==> src/rtl/adc_regs_pkg.sv <==
// Shared constants and carrier types of the converter result/offset block.
package adc_regs_pkg;

  localparam int ADDR_W = 32;
  localparam int DATA_W = 32;
  localparam int RES_W = 16;
  localparam int CNT_W = 8;

  // Register byte addresses.
  localparam logic [31:0] CUR_RESULT_ADDR = 32'hffff0520;
  localparam logic [31:0] VT_RESULT_ADDR = 32'hffff0524;
  localparam logic [31:0] STATUS_ADDR = 32'hffff0528;
  localparam logic [31:0] LOST_ADDR = 32'hffff052c;
  localparam logic [31:0] CUR_OFFSET_ADDR = 32'hffff0530;
  localparam logic [31:0] VOLT_OFFSET_ADDR = 32'hffff0534;

  // Status field positions.
  localparam int CUR_RDY_BIT = 0;
  localparam int VOLT_RDY_BIT = 1;
  localparam int TEMP_RDY_BIT = 2;
  localparam int AUX_RDY_BIT = 5;
  localparam int CUR_ACT_BIT = 8;
  localparam int FLAG_W = 6;

  // Lost-sample counter field positions.
  localparam int LOST_CUR_LSB = 0;
  localparam int LOST_VT_LSB = 8;

  // Reset values.
  localparam logic [RES_W-1:0] RESULT_RST = 16'h0000;
  localparam logic [FLAG_W-1:0] FLAGS_RST = 6'h00;
  localparam logic [CNT_W-1:0] LOST_RST = 8'h00;
  localparam logic [RES_W-1:0] OFFSET_RST = 16'h0000;

  // AXI4-Lite responses.
  localparam logic [1:0] RESP_OKAY = 2'b00;
  localparam logic [1:0] RESP_SLVERR = 2'b10;

  typedef struct packed {
    logic en;
    logic [ADDR_W-1:0] addr;
    logic [DATA_W-1:0] data;
    logic [3:0] strb;
  } reg_wr_t;

  typedef struct packed {
    logic en;
    logic [ADDR_W-1:0] addr;
  } reg_rd_t;

  typedef struct packed {
    logic valid;
    logic sel_temp;
    logic [RES_W-1:0] data;
  } conv_sample_t;

endpackage : adc_regs_pkg

==> src/rtl/adc_result_offset_regs.sv <==
// Result, ready-flag and offset-coefficient registers of the dual converter.
//
// Implementation choice: register access over AXI4-Lite.

////////////////////////////////////////////////////////////////////////////////

// Operation
// Current result register is read-only, showing the 16-bit current result.
// No new current result is stored while current ready flag is set.
// Reading the current result clears ready flags 2..0 and flag 5.
// Voltage/temperature result register is read-only, 16-bit shared result.
// No voltage/temperature store while voltage or temperature flag is set.
// If current converter idle, its read clears flags 2..1 and 5.
// Current offset coefficient is a 16-bit read/write register.
// Offset registers load factory values at power-on, not a constant.
// Software may copy the calibrated current result into its offset.
// Voltage offset coefficient is a 16-bit read/write register.
// Software may copy the calibrated voltage result into its offset.
// Each channel's offset is applied to raw data before storing.
module adc_result_offset_regs
  import adc_regs_pkg::*;
(
  input wire logic sys_clk,
  input wire logic resetn,
  input wire logic [ADDR_W-1:0] s_axi_awaddr,
  input wire logic [2:0] s_axi_awprot,
  input wire logic s_axi_awvalid,
  output logic s_axi_awready,
  input wire logic [DATA_W-1:0] s_axi_wdata,
  input wire logic [3:0] s_axi_wstrb,
  input wire logic s_axi_wvalid,
  output logic s_axi_wready,
  output logic [1:0] s_axi_bresp,
  output logic s_axi_bvalid,
  input wire logic s_axi_bready,
  input wire logic [ADDR_W-1:0] s_axi_araddr,
  input wire logic [2:0] s_axi_arprot,
  input wire logic s_axi_arvalid,
  output logic s_axi_arready,
  output logic [DATA_W-1:0] s_axi_rdata,
  output logic [1:0] s_axi_rresp,
  output logic s_axi_rvalid,
  input wire logic s_axi_rready,
  input wire conv_sample_t cur_sample,
  input wire conv_sample_t vt_sample,
  input wire logic cur_converter_active,
  input wire logic aux_ready_evt,
  input wire logic [RES_W-1:0] factory_cur_offset,
  input wire logic [RES_W-1:0] factory_volt_offset,
  output logic [FLAG_W-1:0] ready_flags
);

  //////////////////////////////////////////////////////////////////////////////
  // Bus front end.

  reg_wr_t wr;
  reg_rd_t rd;
  logic wr_hit;
  logic rd_hit;
  logic [DATA_W-1:0] rd_data;

  axil_slave_port u_port (
    .sys_clk(sys_clk),
    .resetn(resetn),
    .s_axi_awaddr(s_axi_awaddr),
    .s_axi_awvalid(s_axi_awvalid),
    .s_axi_awready(s_axi_awready),
    .s_axi_wdata(s_axi_wdata),
    .s_axi_wstrb(s_axi_wstrb),
    .s_axi_wvalid(s_axi_wvalid),
    .s_axi_wready(s_axi_wready),
    .s_axi_bresp(s_axi_bresp),
    .s_axi_bvalid(s_axi_bvalid),
    .s_axi_bready(s_axi_bready),
    .s_axi_araddr(s_axi_araddr),
    .s_axi_arvalid(s_axi_arvalid),
    .s_axi_arready(s_axi_arready),
    .s_axi_rdata(s_axi_rdata),
    .s_axi_rresp(s_axi_rresp),
    .s_axi_rvalid(s_axi_rvalid),
    .s_axi_rready(s_axi_rready),
    .wr(wr),
    .wr_hit(wr_hit),
    .rd(rd),
    .rd_hit(rd_hit),
    .rd_data(rd_data)
  );

  //////////////////////////////////////////////////////////////////////////////
  // Address decode.

  logic rd_cur_res;
  logic rd_vt_res;
  logic wr_cur_off;
  logic wr_volt_off;
  logic wr_lost;

  // One table serves both directions, so a word can never answer a read
  // with OKAY while a write to it is refused, or the other way round.
  function automatic logic addr_mapped(input logic [ADDR_W-1:0] addr);
    logic hit;
    hit = 1'b0;
    case (addr)
      CUR_RESULT_ADDR: begin
        hit = 1'b1;
      end
      VT_RESULT_ADDR: begin
        hit = 1'b1;
      end
      STATUS_ADDR: begin
        hit = 1'b1;
      end
      LOST_ADDR: begin
        hit = 1'b1;
      end
      CUR_OFFSET_ADDR: begin
        hit = 1'b1;
      end
      VOLT_OFFSET_ADDR: begin
        hit = 1'b1;
      end
      default: begin
        hit = 1'b0;
      end
    endcase
    return hit;
  endfunction : addr_mapped

  // Protection bits carry no meaning here; every access is treated alike.
  always_comb begin
    rd_cur_res = rd.en && (rd.addr == CUR_RESULT_ADDR);
    rd_vt_res = rd.en && (rd.addr == VT_RESULT_ADDR);
    wr_cur_off = wr.en && (wr.addr == CUR_OFFSET_ADDR);
    wr_volt_off = wr.en && (wr.addr == VOLT_OFFSET_ADDR);
    wr_lost = wr.en && (wr.addr == LOST_ADDR);
    // Writes to the read-only words are accepted and dropped.
    wr_hit = addr_mapped(wr.addr);
    rd_hit = addr_mapped(rd.addr);
  end

  //////////////////////////////////////////////////////////////////////////////
  // Offset coefficients.

  logic [RES_W-1:0] cur_off_r;
  logic [RES_W-1:0] cur_off_nxt;
  logic [RES_W-1:0] volt_off_r;
  logic [RES_W-1:0] volt_off_nxt;
  logic factory_load_r;
  logic factory_load_nxt;

  // Only byte lanes 0 and 1 carry coefficient bits; strobes for the upper
  // lanes have nothing to land on and are ignored.
  function automatic logic [RES_W-1:0] merge16(
    input logic [RES_W-1:0] old_val,
    input logic [DATA_W-1:0] data,
    input logic [3:0] strb
  );
    logic [RES_W-1:0] res;
    res = old_val;
    if (strb[0]) begin
      res[7:0] = data[7:0];
    end
    if (strb[1]) begin
      res[15:8] = data[15:8];
    end
    return res;
  endfunction : merge16

  // The factory values are taken in the first cycle after reset release,
  // so a strap that settles during reset is still caught correctly.
  always_comb begin
    factory_load_nxt = 1'b0;
    cur_off_nxt = cur_off_r;
    volt_off_nxt = volt_off_r;
    if (factory_load_r) begin
      cur_off_nxt = factory_cur_offset;
      volt_off_nxt = factory_volt_offset;
    end else begin
      if (wr_cur_off) begin
        cur_off_nxt = merge16(cur_off_r, wr.data, wr.strb);
      end
      if (wr_volt_off) begin
        volt_off_nxt = merge16(volt_off_r, wr.data, wr.strb);
      end
    end
  end

  always_ff @(posedge sys_clk) begin
    if (!resetn) begin
      factory_load_r <= 1'b1;
      cur_off_r <= OFFSET_RST;
      volt_off_r <= OFFSET_RST;
    end else begin
      factory_load_r <= factory_load_nxt;
      cur_off_r <= cur_off_nxt;
      volt_off_r <= volt_off_nxt;
    end
  end

  //////////////////////////////////////////////////////////////////////////////
  // Result capture and ready flags.

  logic [RES_W-1:0] cur_res_r;
  logic [RES_W-1:0] cur_res_nxt;
  logic [RES_W-1:0] vt_res_r;
  logic [RES_W-1:0] vt_res_nxt;
  // Bits 3 and 4 have no source and always read back as zero.
  logic [FLAG_W-1:0] flags_r;
  logic [FLAG_W-1:0] flags_nxt;
  logic [FLAG_W-1:0] clr_mask;
  logic [FLAG_W-1:0] set_mask;
  logic cur_store;
  logic vt_store;
  logic cur_drop;
  logic vt_drop;

  always_comb begin
    clr_mask = '0;
    set_mask = '0;
    if (rd_cur_res) begin
      clr_mask[CUR_RDY_BIT] = 1'b1;
      clr_mask[VOLT_RDY_BIT] = 1'b1;
      clr_mask[TEMP_RDY_BIT] = 1'b1;
      clr_mask[AUX_RDY_BIT] = 1'b1;
    end
    // While the current converter runs, its own result read does the clearing.
    if (rd_vt_res && !cur_converter_active) begin
      clr_mask[VOLT_RDY_BIT] = 1'b1;
      clr_mask[TEMP_RDY_BIT] = 1'b1;
      clr_mask[AUX_RDY_BIT] = 1'b1;
    end
    // A held result is never overwritten: the new sample is discarded.
    cur_store = cur_sample.valid && !flags_r[CUR_RDY_BIT];
    vt_store = vt_sample.valid && !flags_r[VOLT_RDY_BIT] &&
               !flags_r[TEMP_RDY_BIT];
    // A sample refused by a held flag counts as lost, so software can tell
    // a stale result from a converter that has gone quiet.
    cur_drop = cur_sample.valid && !cur_store;
    vt_drop = vt_sample.valid && !vt_store;
    if (cur_store) begin
      set_mask[CUR_RDY_BIT] = 1'b1;
    end
    if (vt_store) begin
      set_mask[VOLT_RDY_BIT] = !vt_sample.sel_temp;
      set_mask[TEMP_RDY_BIT] = vt_sample.sel_temp;
    end
    set_mask[AUX_RDY_BIT] = aux_ready_evt;
    // A flag raised in the same cycle as a clearing read stays set.
    flags_nxt = (flags_r & ~clr_mask) | set_mask;
    cur_res_nxt = cur_res_r;
    vt_res_nxt = vt_res_r;
    if (cur_store) begin
      cur_res_nxt = cur_sample.data - cur_off_r;
    end
    if (vt_store) begin
      // Temperature offset lives elsewhere; only voltage is corrected here.
      vt_res_nxt = vt_sample.sel_temp ? vt_sample.data
                   : vt_sample.data - volt_off_r;
    end
  end

  always_ff @(posedge sys_clk) begin
    if (!resetn) begin
      cur_res_r <= RESULT_RST;
      vt_res_r <= RESULT_RST;
      flags_r <= FLAGS_RST;
    end else begin
      cur_res_r <= cur_res_nxt;
      vt_res_r <= vt_res_nxt;
      flags_r <= flags_nxt;
    end
  end

  assign ready_flags = flags_r;

  //////////////////////////////////////////////////////////////////////////////
  // Lost-sample counters.

  logic [CNT_W-1:0] lost_cur_r;
  logic [CNT_W-1:0] lost_cur_nxt;
  logic [CNT_W-1:0] lost_vt_r;
  logic [CNT_W-1:0] lost_vt_nxt;

  // Counters saturate so a long unattended run never wraps back to a small
  // and misleading figure; any write to the word clears both.
  always_comb begin
    lost_cur_nxt = lost_cur_r;
    lost_vt_nxt = lost_vt_r;
    if (wr_lost) begin
      lost_cur_nxt = LOST_RST;
      lost_vt_nxt = LOST_RST;
    end else begin
      if (cur_drop && (lost_cur_r != '1)) begin
        lost_cur_nxt = lost_cur_r + 8'h01;
      end
      if (vt_drop && (lost_vt_r != '1)) begin
        lost_vt_nxt = lost_vt_r + 8'h01;
      end
    end
  end

  always_ff @(posedge sys_clk) begin
    if (!resetn) begin
      lost_cur_r <= LOST_RST;
      lost_vt_r <= LOST_RST;
    end else begin
      lost_cur_r <= lost_cur_nxt;
      lost_vt_r <= lost_vt_nxt;
    end
  end

  //////////////////////////////////////////////////////////////////////////////
  // Read data.

  always_comb begin
    rd_data = '0;
    // Bits above each field read as zero for every word.
    case (rd.addr)
      CUR_RESULT_ADDR: begin
        rd_data[RES_W-1:0] = cur_res_r;
      end
      VT_RESULT_ADDR: begin
        rd_data[RES_W-1:0] = vt_res_r;
      end
      // The activity bit is read live, so software sees whether a read of
      // the v/t result would clear the flags right now.
      STATUS_ADDR: begin
        rd_data[FLAG_W-1:0] = flags_r;
        rd_data[CUR_ACT_BIT] = cur_converter_active;
      end
      LOST_ADDR: begin
        rd_data[LOST_CUR_LSB +: CNT_W] = lost_cur_r;
        rd_data[LOST_VT_LSB +: CNT_W] = lost_vt_r;
      end
      CUR_OFFSET_ADDR: begin
        rd_data[RES_W-1:0] = cur_off_r;
      end
      VOLT_OFFSET_ADDR: begin
        rd_data[RES_W-1:0] = volt_off_r;
      end
      default: begin
        rd_data = '0;
      end
    endcase
  end

endmodule : adc_result_offset_regs

==> src/rtl/axil_slave_port.sv <==
// AXI4-Lite slave front end that turns bus transfers into register strobes.
module axil_slave_port
  import adc_regs_pkg::*;
(
  input wire logic sys_clk,
  input wire logic resetn,
  input wire logic [ADDR_W-1:0] s_axi_awaddr,
  input wire logic s_axi_awvalid,
  output logic s_axi_awready,
  input wire logic [DATA_W-1:0] s_axi_wdata,
  input wire logic [3:0] s_axi_wstrb,
  input wire logic s_axi_wvalid,
  output logic s_axi_wready,
  output logic [1:0] s_axi_bresp,
  output logic s_axi_bvalid,
  input wire logic s_axi_bready,
  input wire logic [ADDR_W-1:0] s_axi_araddr,
  input wire logic s_axi_arvalid,
  output logic s_axi_arready,
  output logic [DATA_W-1:0] s_axi_rdata,
  output logic [1:0] s_axi_rresp,
  output logic s_axi_rvalid,
  input wire logic s_axi_rready,
  output reg_wr_t wr,
  input wire logic wr_hit,
  output reg_rd_t rd,
  input wire logic rd_hit,
  input wire logic [DATA_W-1:0] rd_data
);

  logic aw_held_r, aw_held_nxt, w_held_r, w_held_nxt;
  logic [ADDR_W-1:0] aw_addr_r, aw_addr_nxt, ar_addr_r, ar_addr_nxt;
  logic [DATA_W-1:0] w_data_r, w_data_nxt, rdata_r, rdata_nxt;
  logic [3:0] w_strb_r, w_strb_nxt;
  logic bvalid_r, bvalid_nxt, rvalid_r, rvalid_nxt, ar_held_r, ar_held_nxt;
  logic [1:0] bresp_r, bresp_nxt, rresp_r, rresp_nxt;
  logic awready_r, awready_nxt, wready_r, wready_nxt;
  logic arready_r, arready_nxt;

  // Strobes come from registered state only, so each lasts one cycle.
  assign wr = '{en: aw_held_r & w_held_r & ~bvalid_r, addr: aw_addr_r,
                data: w_data_r, strb: w_strb_r};
  assign rd = '{en: ar_held_r, addr: ar_addr_r};

  always_comb begin
    aw_held_nxt = aw_held_r;
    aw_addr_nxt = aw_addr_r;
    w_held_nxt = w_held_r;
    w_data_nxt = w_data_r;
    w_strb_nxt = w_strb_r;
    bvalid_nxt = bvalid_r;
    bresp_nxt = bresp_r;
    if (s_axi_awvalid && awready_r) begin
      aw_held_nxt = 1'b1;
      aw_addr_nxt = s_axi_awaddr;
    end
    if (s_axi_wvalid && wready_r) begin
      w_held_nxt = 1'b1;
      w_data_nxt = s_axi_wdata;
      w_strb_nxt = s_axi_wstrb;
    end
    if (wr.en) begin
      aw_held_nxt = 1'b0;
      w_held_nxt = 1'b0;
      bvalid_nxt = 1'b1;
      bresp_nxt = wr_hit ? RESP_OKAY : RESP_SLVERR;
    end else if (bvalid_r && s_axi_bready) begin
      bvalid_nxt = 1'b0;
    end
    awready_nxt = ~aw_held_nxt & ~bvalid_nxt;
    wready_nxt = ~w_held_nxt & ~bvalid_nxt;
    ar_held_nxt = 1'b0;
    ar_addr_nxt = ar_addr_r;
    rvalid_nxt = rvalid_r;
    rdata_nxt = rdata_r;
    rresp_nxt = rresp_r;
    if (s_axi_arvalid && arready_r) begin
      ar_held_nxt = 1'b1;
      ar_addr_nxt = s_axi_araddr;
    end
    if (ar_held_r) begin
      rvalid_nxt = 1'b1;
      rdata_nxt = rd_hit ? rd_data : '0;
      rresp_nxt = rd_hit ? RESP_OKAY : RESP_SLVERR;
    end else if (rvalid_r && s_axi_rready) begin
      rvalid_nxt = 1'b0;
    end
    arready_nxt = ~ar_held_nxt & ~rvalid_nxt & ~ar_held_r;
  end

  always_ff @(posedge sys_clk) begin
    if (!resetn) begin
      aw_held_r <= 1'b0;
      aw_addr_r <= '0;
      w_held_r <= 1'b0;
      w_data_r <= '0;
      w_strb_r <= '0;
      bvalid_r <= 1'b0;
      bresp_r <= RESP_OKAY;
      awready_r <= 1'b0;
      wready_r <= 1'b0;
      ar_held_r <= 1'b0;
      ar_addr_r <= '0;
      rvalid_r <= 1'b0;
      rdata_r <= '0;
      rresp_r <= RESP_OKAY;
      arready_r <= 1'b0;
    end else begin
      aw_held_r <= aw_held_nxt;
      aw_addr_r <= aw_addr_nxt;
      w_held_r <= w_held_nxt;
      w_data_r <= w_data_nxt;
      w_strb_r <= w_strb_nxt;
      bvalid_r <= bvalid_nxt;
      bresp_r <= bresp_nxt;
      awready_r <= awready_nxt;
      wready_r <= wready_nxt;
      ar_held_r <= ar_held_nxt;
      ar_addr_r <= ar_addr_nxt;
      rvalid_r <= rvalid_nxt;
      rdata_r <= rdata_nxt;
      rresp_r <= rresp_nxt;
      arready_r <= arready_nxt;
    end
  end

  assign s_axi_awready = awready_r;
  assign s_axi_wready = wready_r;
  assign s_axi_bvalid = bvalid_r;
  assign s_axi_bresp = bresp_r;
  assign s_axi_arready = arready_r;
  assign s_axi_rvalid = rvalid_r;
  assign s_axi_rdata = rdata_r;
  assign s_axi_rresp = rresp_r;

endmodule : axil_slave_port

==> config.mk <==
export PLATFORM = sky130hd
export DESIGN_NAME = adc_result_offset_regs
export DESIGN_NICKNAME = d
export VERILOG_FILES = /design/src/rtl/adc_regs_pkg.sv /design/src/rtl/adc_result_offset_regs.sv /design/src/rtl/axil_slave_port.sv
export SDC_FILE = /design/constraint.sdc
export NUM_CORES = 1
export LEC_CHECK = 0
export BUFFER_PORTS_ARGS = -buffer_cell sky130_fd_sc_hd__buf_4
export CORE_UTILIZATION = 51
export DETAILED_ROUTE_END_ITERATION = 10
export PLACE_DENSITY_LB_ADDON = 0.2
export SLEW_MARGIN = 25
export SYNTH_ARGS = -nofsm -noshare
export SYNTH_HDL_FRONTEND = slang
export SYNTH_HIERARCHICAL = 1
export SYNTH_SLANG_ARGS = --single-unit
==> constraint.sdc <==
create_clock -name sys_clk -period 2.2 [get_ports sys_clk]
set_input_delay 0.22 -clock sys_clk [delete_from_list [all_inputs] [get_ports sys_clk]]
set_output_delay 0.22 -clock sys_clk [all_outputs]
set_load 0.02 [all_outputs]
==> results_dict.tcl <==
set metrics [dict create \
    outcome "completed" \
    cts-root-buf "clkbuf_16" \
    core_sq_um 20500 \
    fin_crit_sh_pct 99.5 \
    hold_path_end "cur_off_r[7]" \
    cts_buffer_depth 3 \
    drive_gt1_share_pct 26.1 \
    first_iter_violations 593 \
    timing.hold.worst.class "in -> reg" \
    worstSetupPathType "reg -> reg" \
    p_per_area_nw_per_um2 681 \
    cts_tree "built" \
    irDropWorstVdd_uv 595 \
    cp_max_fo 3 \
    std_cell_rows 52 \
    grt_pass1_vias 9935 \
    hold_viol_final 0 \
    overflow 0 \
    hp-start "factory_cur_offset[7]" \
    fp.dieW_um 147 \
    grt_setup_unrepaired "true" \
    synthToLayoutAreaGrowth_pct 35.6 \
    ioPinCount 230 \
    finalNetCount 1776 \
    htree_num_levels 1 \
    crit_required_ns 2.60 \
    synthesis.area_sq_um 10800 \
    startpoint_type "flop" \
    rrSetupSlack_ns 0.01 \
    grt_max_degree 113 \
    syn_inst 1236 \
    p_leak_uw 0.00624 \
    fin_crit_ns 2.19 \
    clk_pin_slew_worst_paths_ns 0.06 \
    min_path_cells 3 \
    initial_core_util_pct 52.6 \
    antenna_found_initial 0 \
    numCtsBuffers 24 \
    timing.rr.end "vt_res_r[15]" \
    relSlewSlack_pct 55.1 \
    num_antenna_cells 0 \
    yosysWarnings 6 \
    numPortBuffers 200 \
    vias 9991 \
    dieArea_sq_um 21700 \
    setup_violations 0 \
    post-route-util_pct 71.4 \
    arrival_ns 2.59 \
    detail_route.wl_per_cell_um 17.1 \
    viasPerCell 5.41 \
    reg2reg_depth 9 \
    final-max-slew-violation-count 0 \
    clk_latency_ns 0.53 \
    dp_hpwl_um 21400 \
    grt_util_all_layers_pct 28.6 \
    skew_ns 0.0244 \
    drt-total-wl_um 31500 \
    place_congestion 0.938 \
    firstDrtPassIters 5 \
    synth_area_per_cell_sq_um 8.73 \
    worstMarginPinSlew_ns 0.673 \
    grt_pass1_wl_um 49300 \
    critPathCaptureType "flop" \
    fmax_mhz 457 \
    finalPower_uw 9960 \
    ant_nets 0 \
    worstReg2RegStart "volt_off_r[1]" \
    cts_sinks 209 \
    drc 0 \
    die_y_um 147 \
    max_cap_violations 0 \
]
==> cells in the final DEF (no fill, tap or decap), drive strengths merged, types with 4 or more instances in the layout <==
| cell | instances |
|---|---|
| o211ai | 8 |
| a22oi | 12 |
| and3 | 12 |
| nand4 | 12 |
| nor2 | 59 |
| nand2 | 218 |
| clkinv | 9 |
| or3 | 10 |
| o31ai | 4 |
| xor2 | 16 |
| nand3 | 23 |
| and2b | 23 |
| a31oi | 9 |
| and2 | 7 |
| a21oi | 118 |
| inv | 39 |
| dfxtp | 209 |
| clkbuf | 35 |
| a21boi | 84 |
| o21a | 6 |
| nand3b | 4 |
| conb | 20 |
| buf | 255 |
| nor3 | 10 |
| ha | 32 |
| nor2b | 48 |
| a211oi | 6 |
| mux4 | 16 |
| dlygate4sd3 | 104 |
| o21ai | 56 |
| mux2i | 40 |
| xnor2 | 21 |
| a21o | 4 |
| nand2b | 11 |
| nor4 | 4 |
==> through the flow <==
step	hold WS [ns]	area, sq um	TNS (ns)	instances	setup WS [ns]
2_1_floorplan	0.337	10900	0	1254	0.0208
3_3_place_gp	0.428	12700	-0.0510	1696	-0.0510
3_5_place_dp	0.434	12700	-0.179	1696	-0.0905
4_1_cts	0.000128	14600	0	1844	0.0202
5_1_grt	0.0127	14600	-0.546	1847	-0.0880
6_report	0.00701	14600	0	1847	0.0104
==> cell type report <==
class,instances,area [sq um]
fillers,1517,5870
inverters,41,154
well taps,270,338
flip-flops and latches,209,4190
repair buffers,359,2990
clock inverters,9,106
clock buffers,35,702
multi-input cells,924,6150
==> power by group <==
group          switching [uW]  internal (uW)  total [uW]
Clock                    1590           2450        4030
Sequential                150           3990        4140
Combinational             880            909        1790
==> worst max path at each step <==
stage	from	slack (ns)	endpoint
2_1_floorplan	volt_off_r[1]	0.02	vt_res_r[15]
6_report	volt_off_r[1]	0.01	vt_res_r[15]
3_3_place_gp	cur_sample[0]	-0.05	cur_res_r[12]
5_1_grt	volt_off_r[0]	-0.09	vt_res_r[8]
4_1_cts	volt_off_r[1]	0.02	vt_res_r[15]
3_5_place_dp	cur_off_r[1]	-0.09	cur_res_r[15]
==> sequential cells by signal, summed over array words and instances, names as in the netlist, 2 cells and up <==
name and count:
u_port/s_axi_rdata 32, u_port/w_data_r 16, u_port/ar_addr_r 32, volt_off_r 16
u_port/w_strb_r 2, lost_vt_r 8, vt_res_r 16, cur_off_r 16
cur_res_r 16, lost_cur_r 8, u_port/aw_addr_r 32, ready_flags 4
==> timing repair <==
item,in CTS,in global routing
pin swaps,0,7
hold buffers,104,0
hold endpoints to repair,104,0
setup buffers,0,2
setup endpoints to repair,3,14
cloned,0,1
gates resized for setup,3,19
==> worst max-delay path: stages, from the launching register on <==
cell     delay [ns]
dfxtp_2        0.32
inv_1          0.04
ha_1           0.25
nor2b_1        0.14
o31a_1         0.27
o31a_1         0.31
a21oi_2        0.18
o21ai_2        0.08
and3_1         0.14
or3_1          0.35
==> layer usage <==
metal | track usage [%] | wire [um] | vias to the layer above | part of all wire [%]
met3 | 3.21 | 1530 | 90 | 4.8
li1 | - | - | 4880 | -
met5 | 0 | 0 | - | 0
met1 | 33.4 | 12500 | 4694 | 40
met2 | 50.7 | 15800 | 327 | 50
met4 | 16.7 | 1740 | 0 | 5.5
Power figures use the tool's default switching activity.
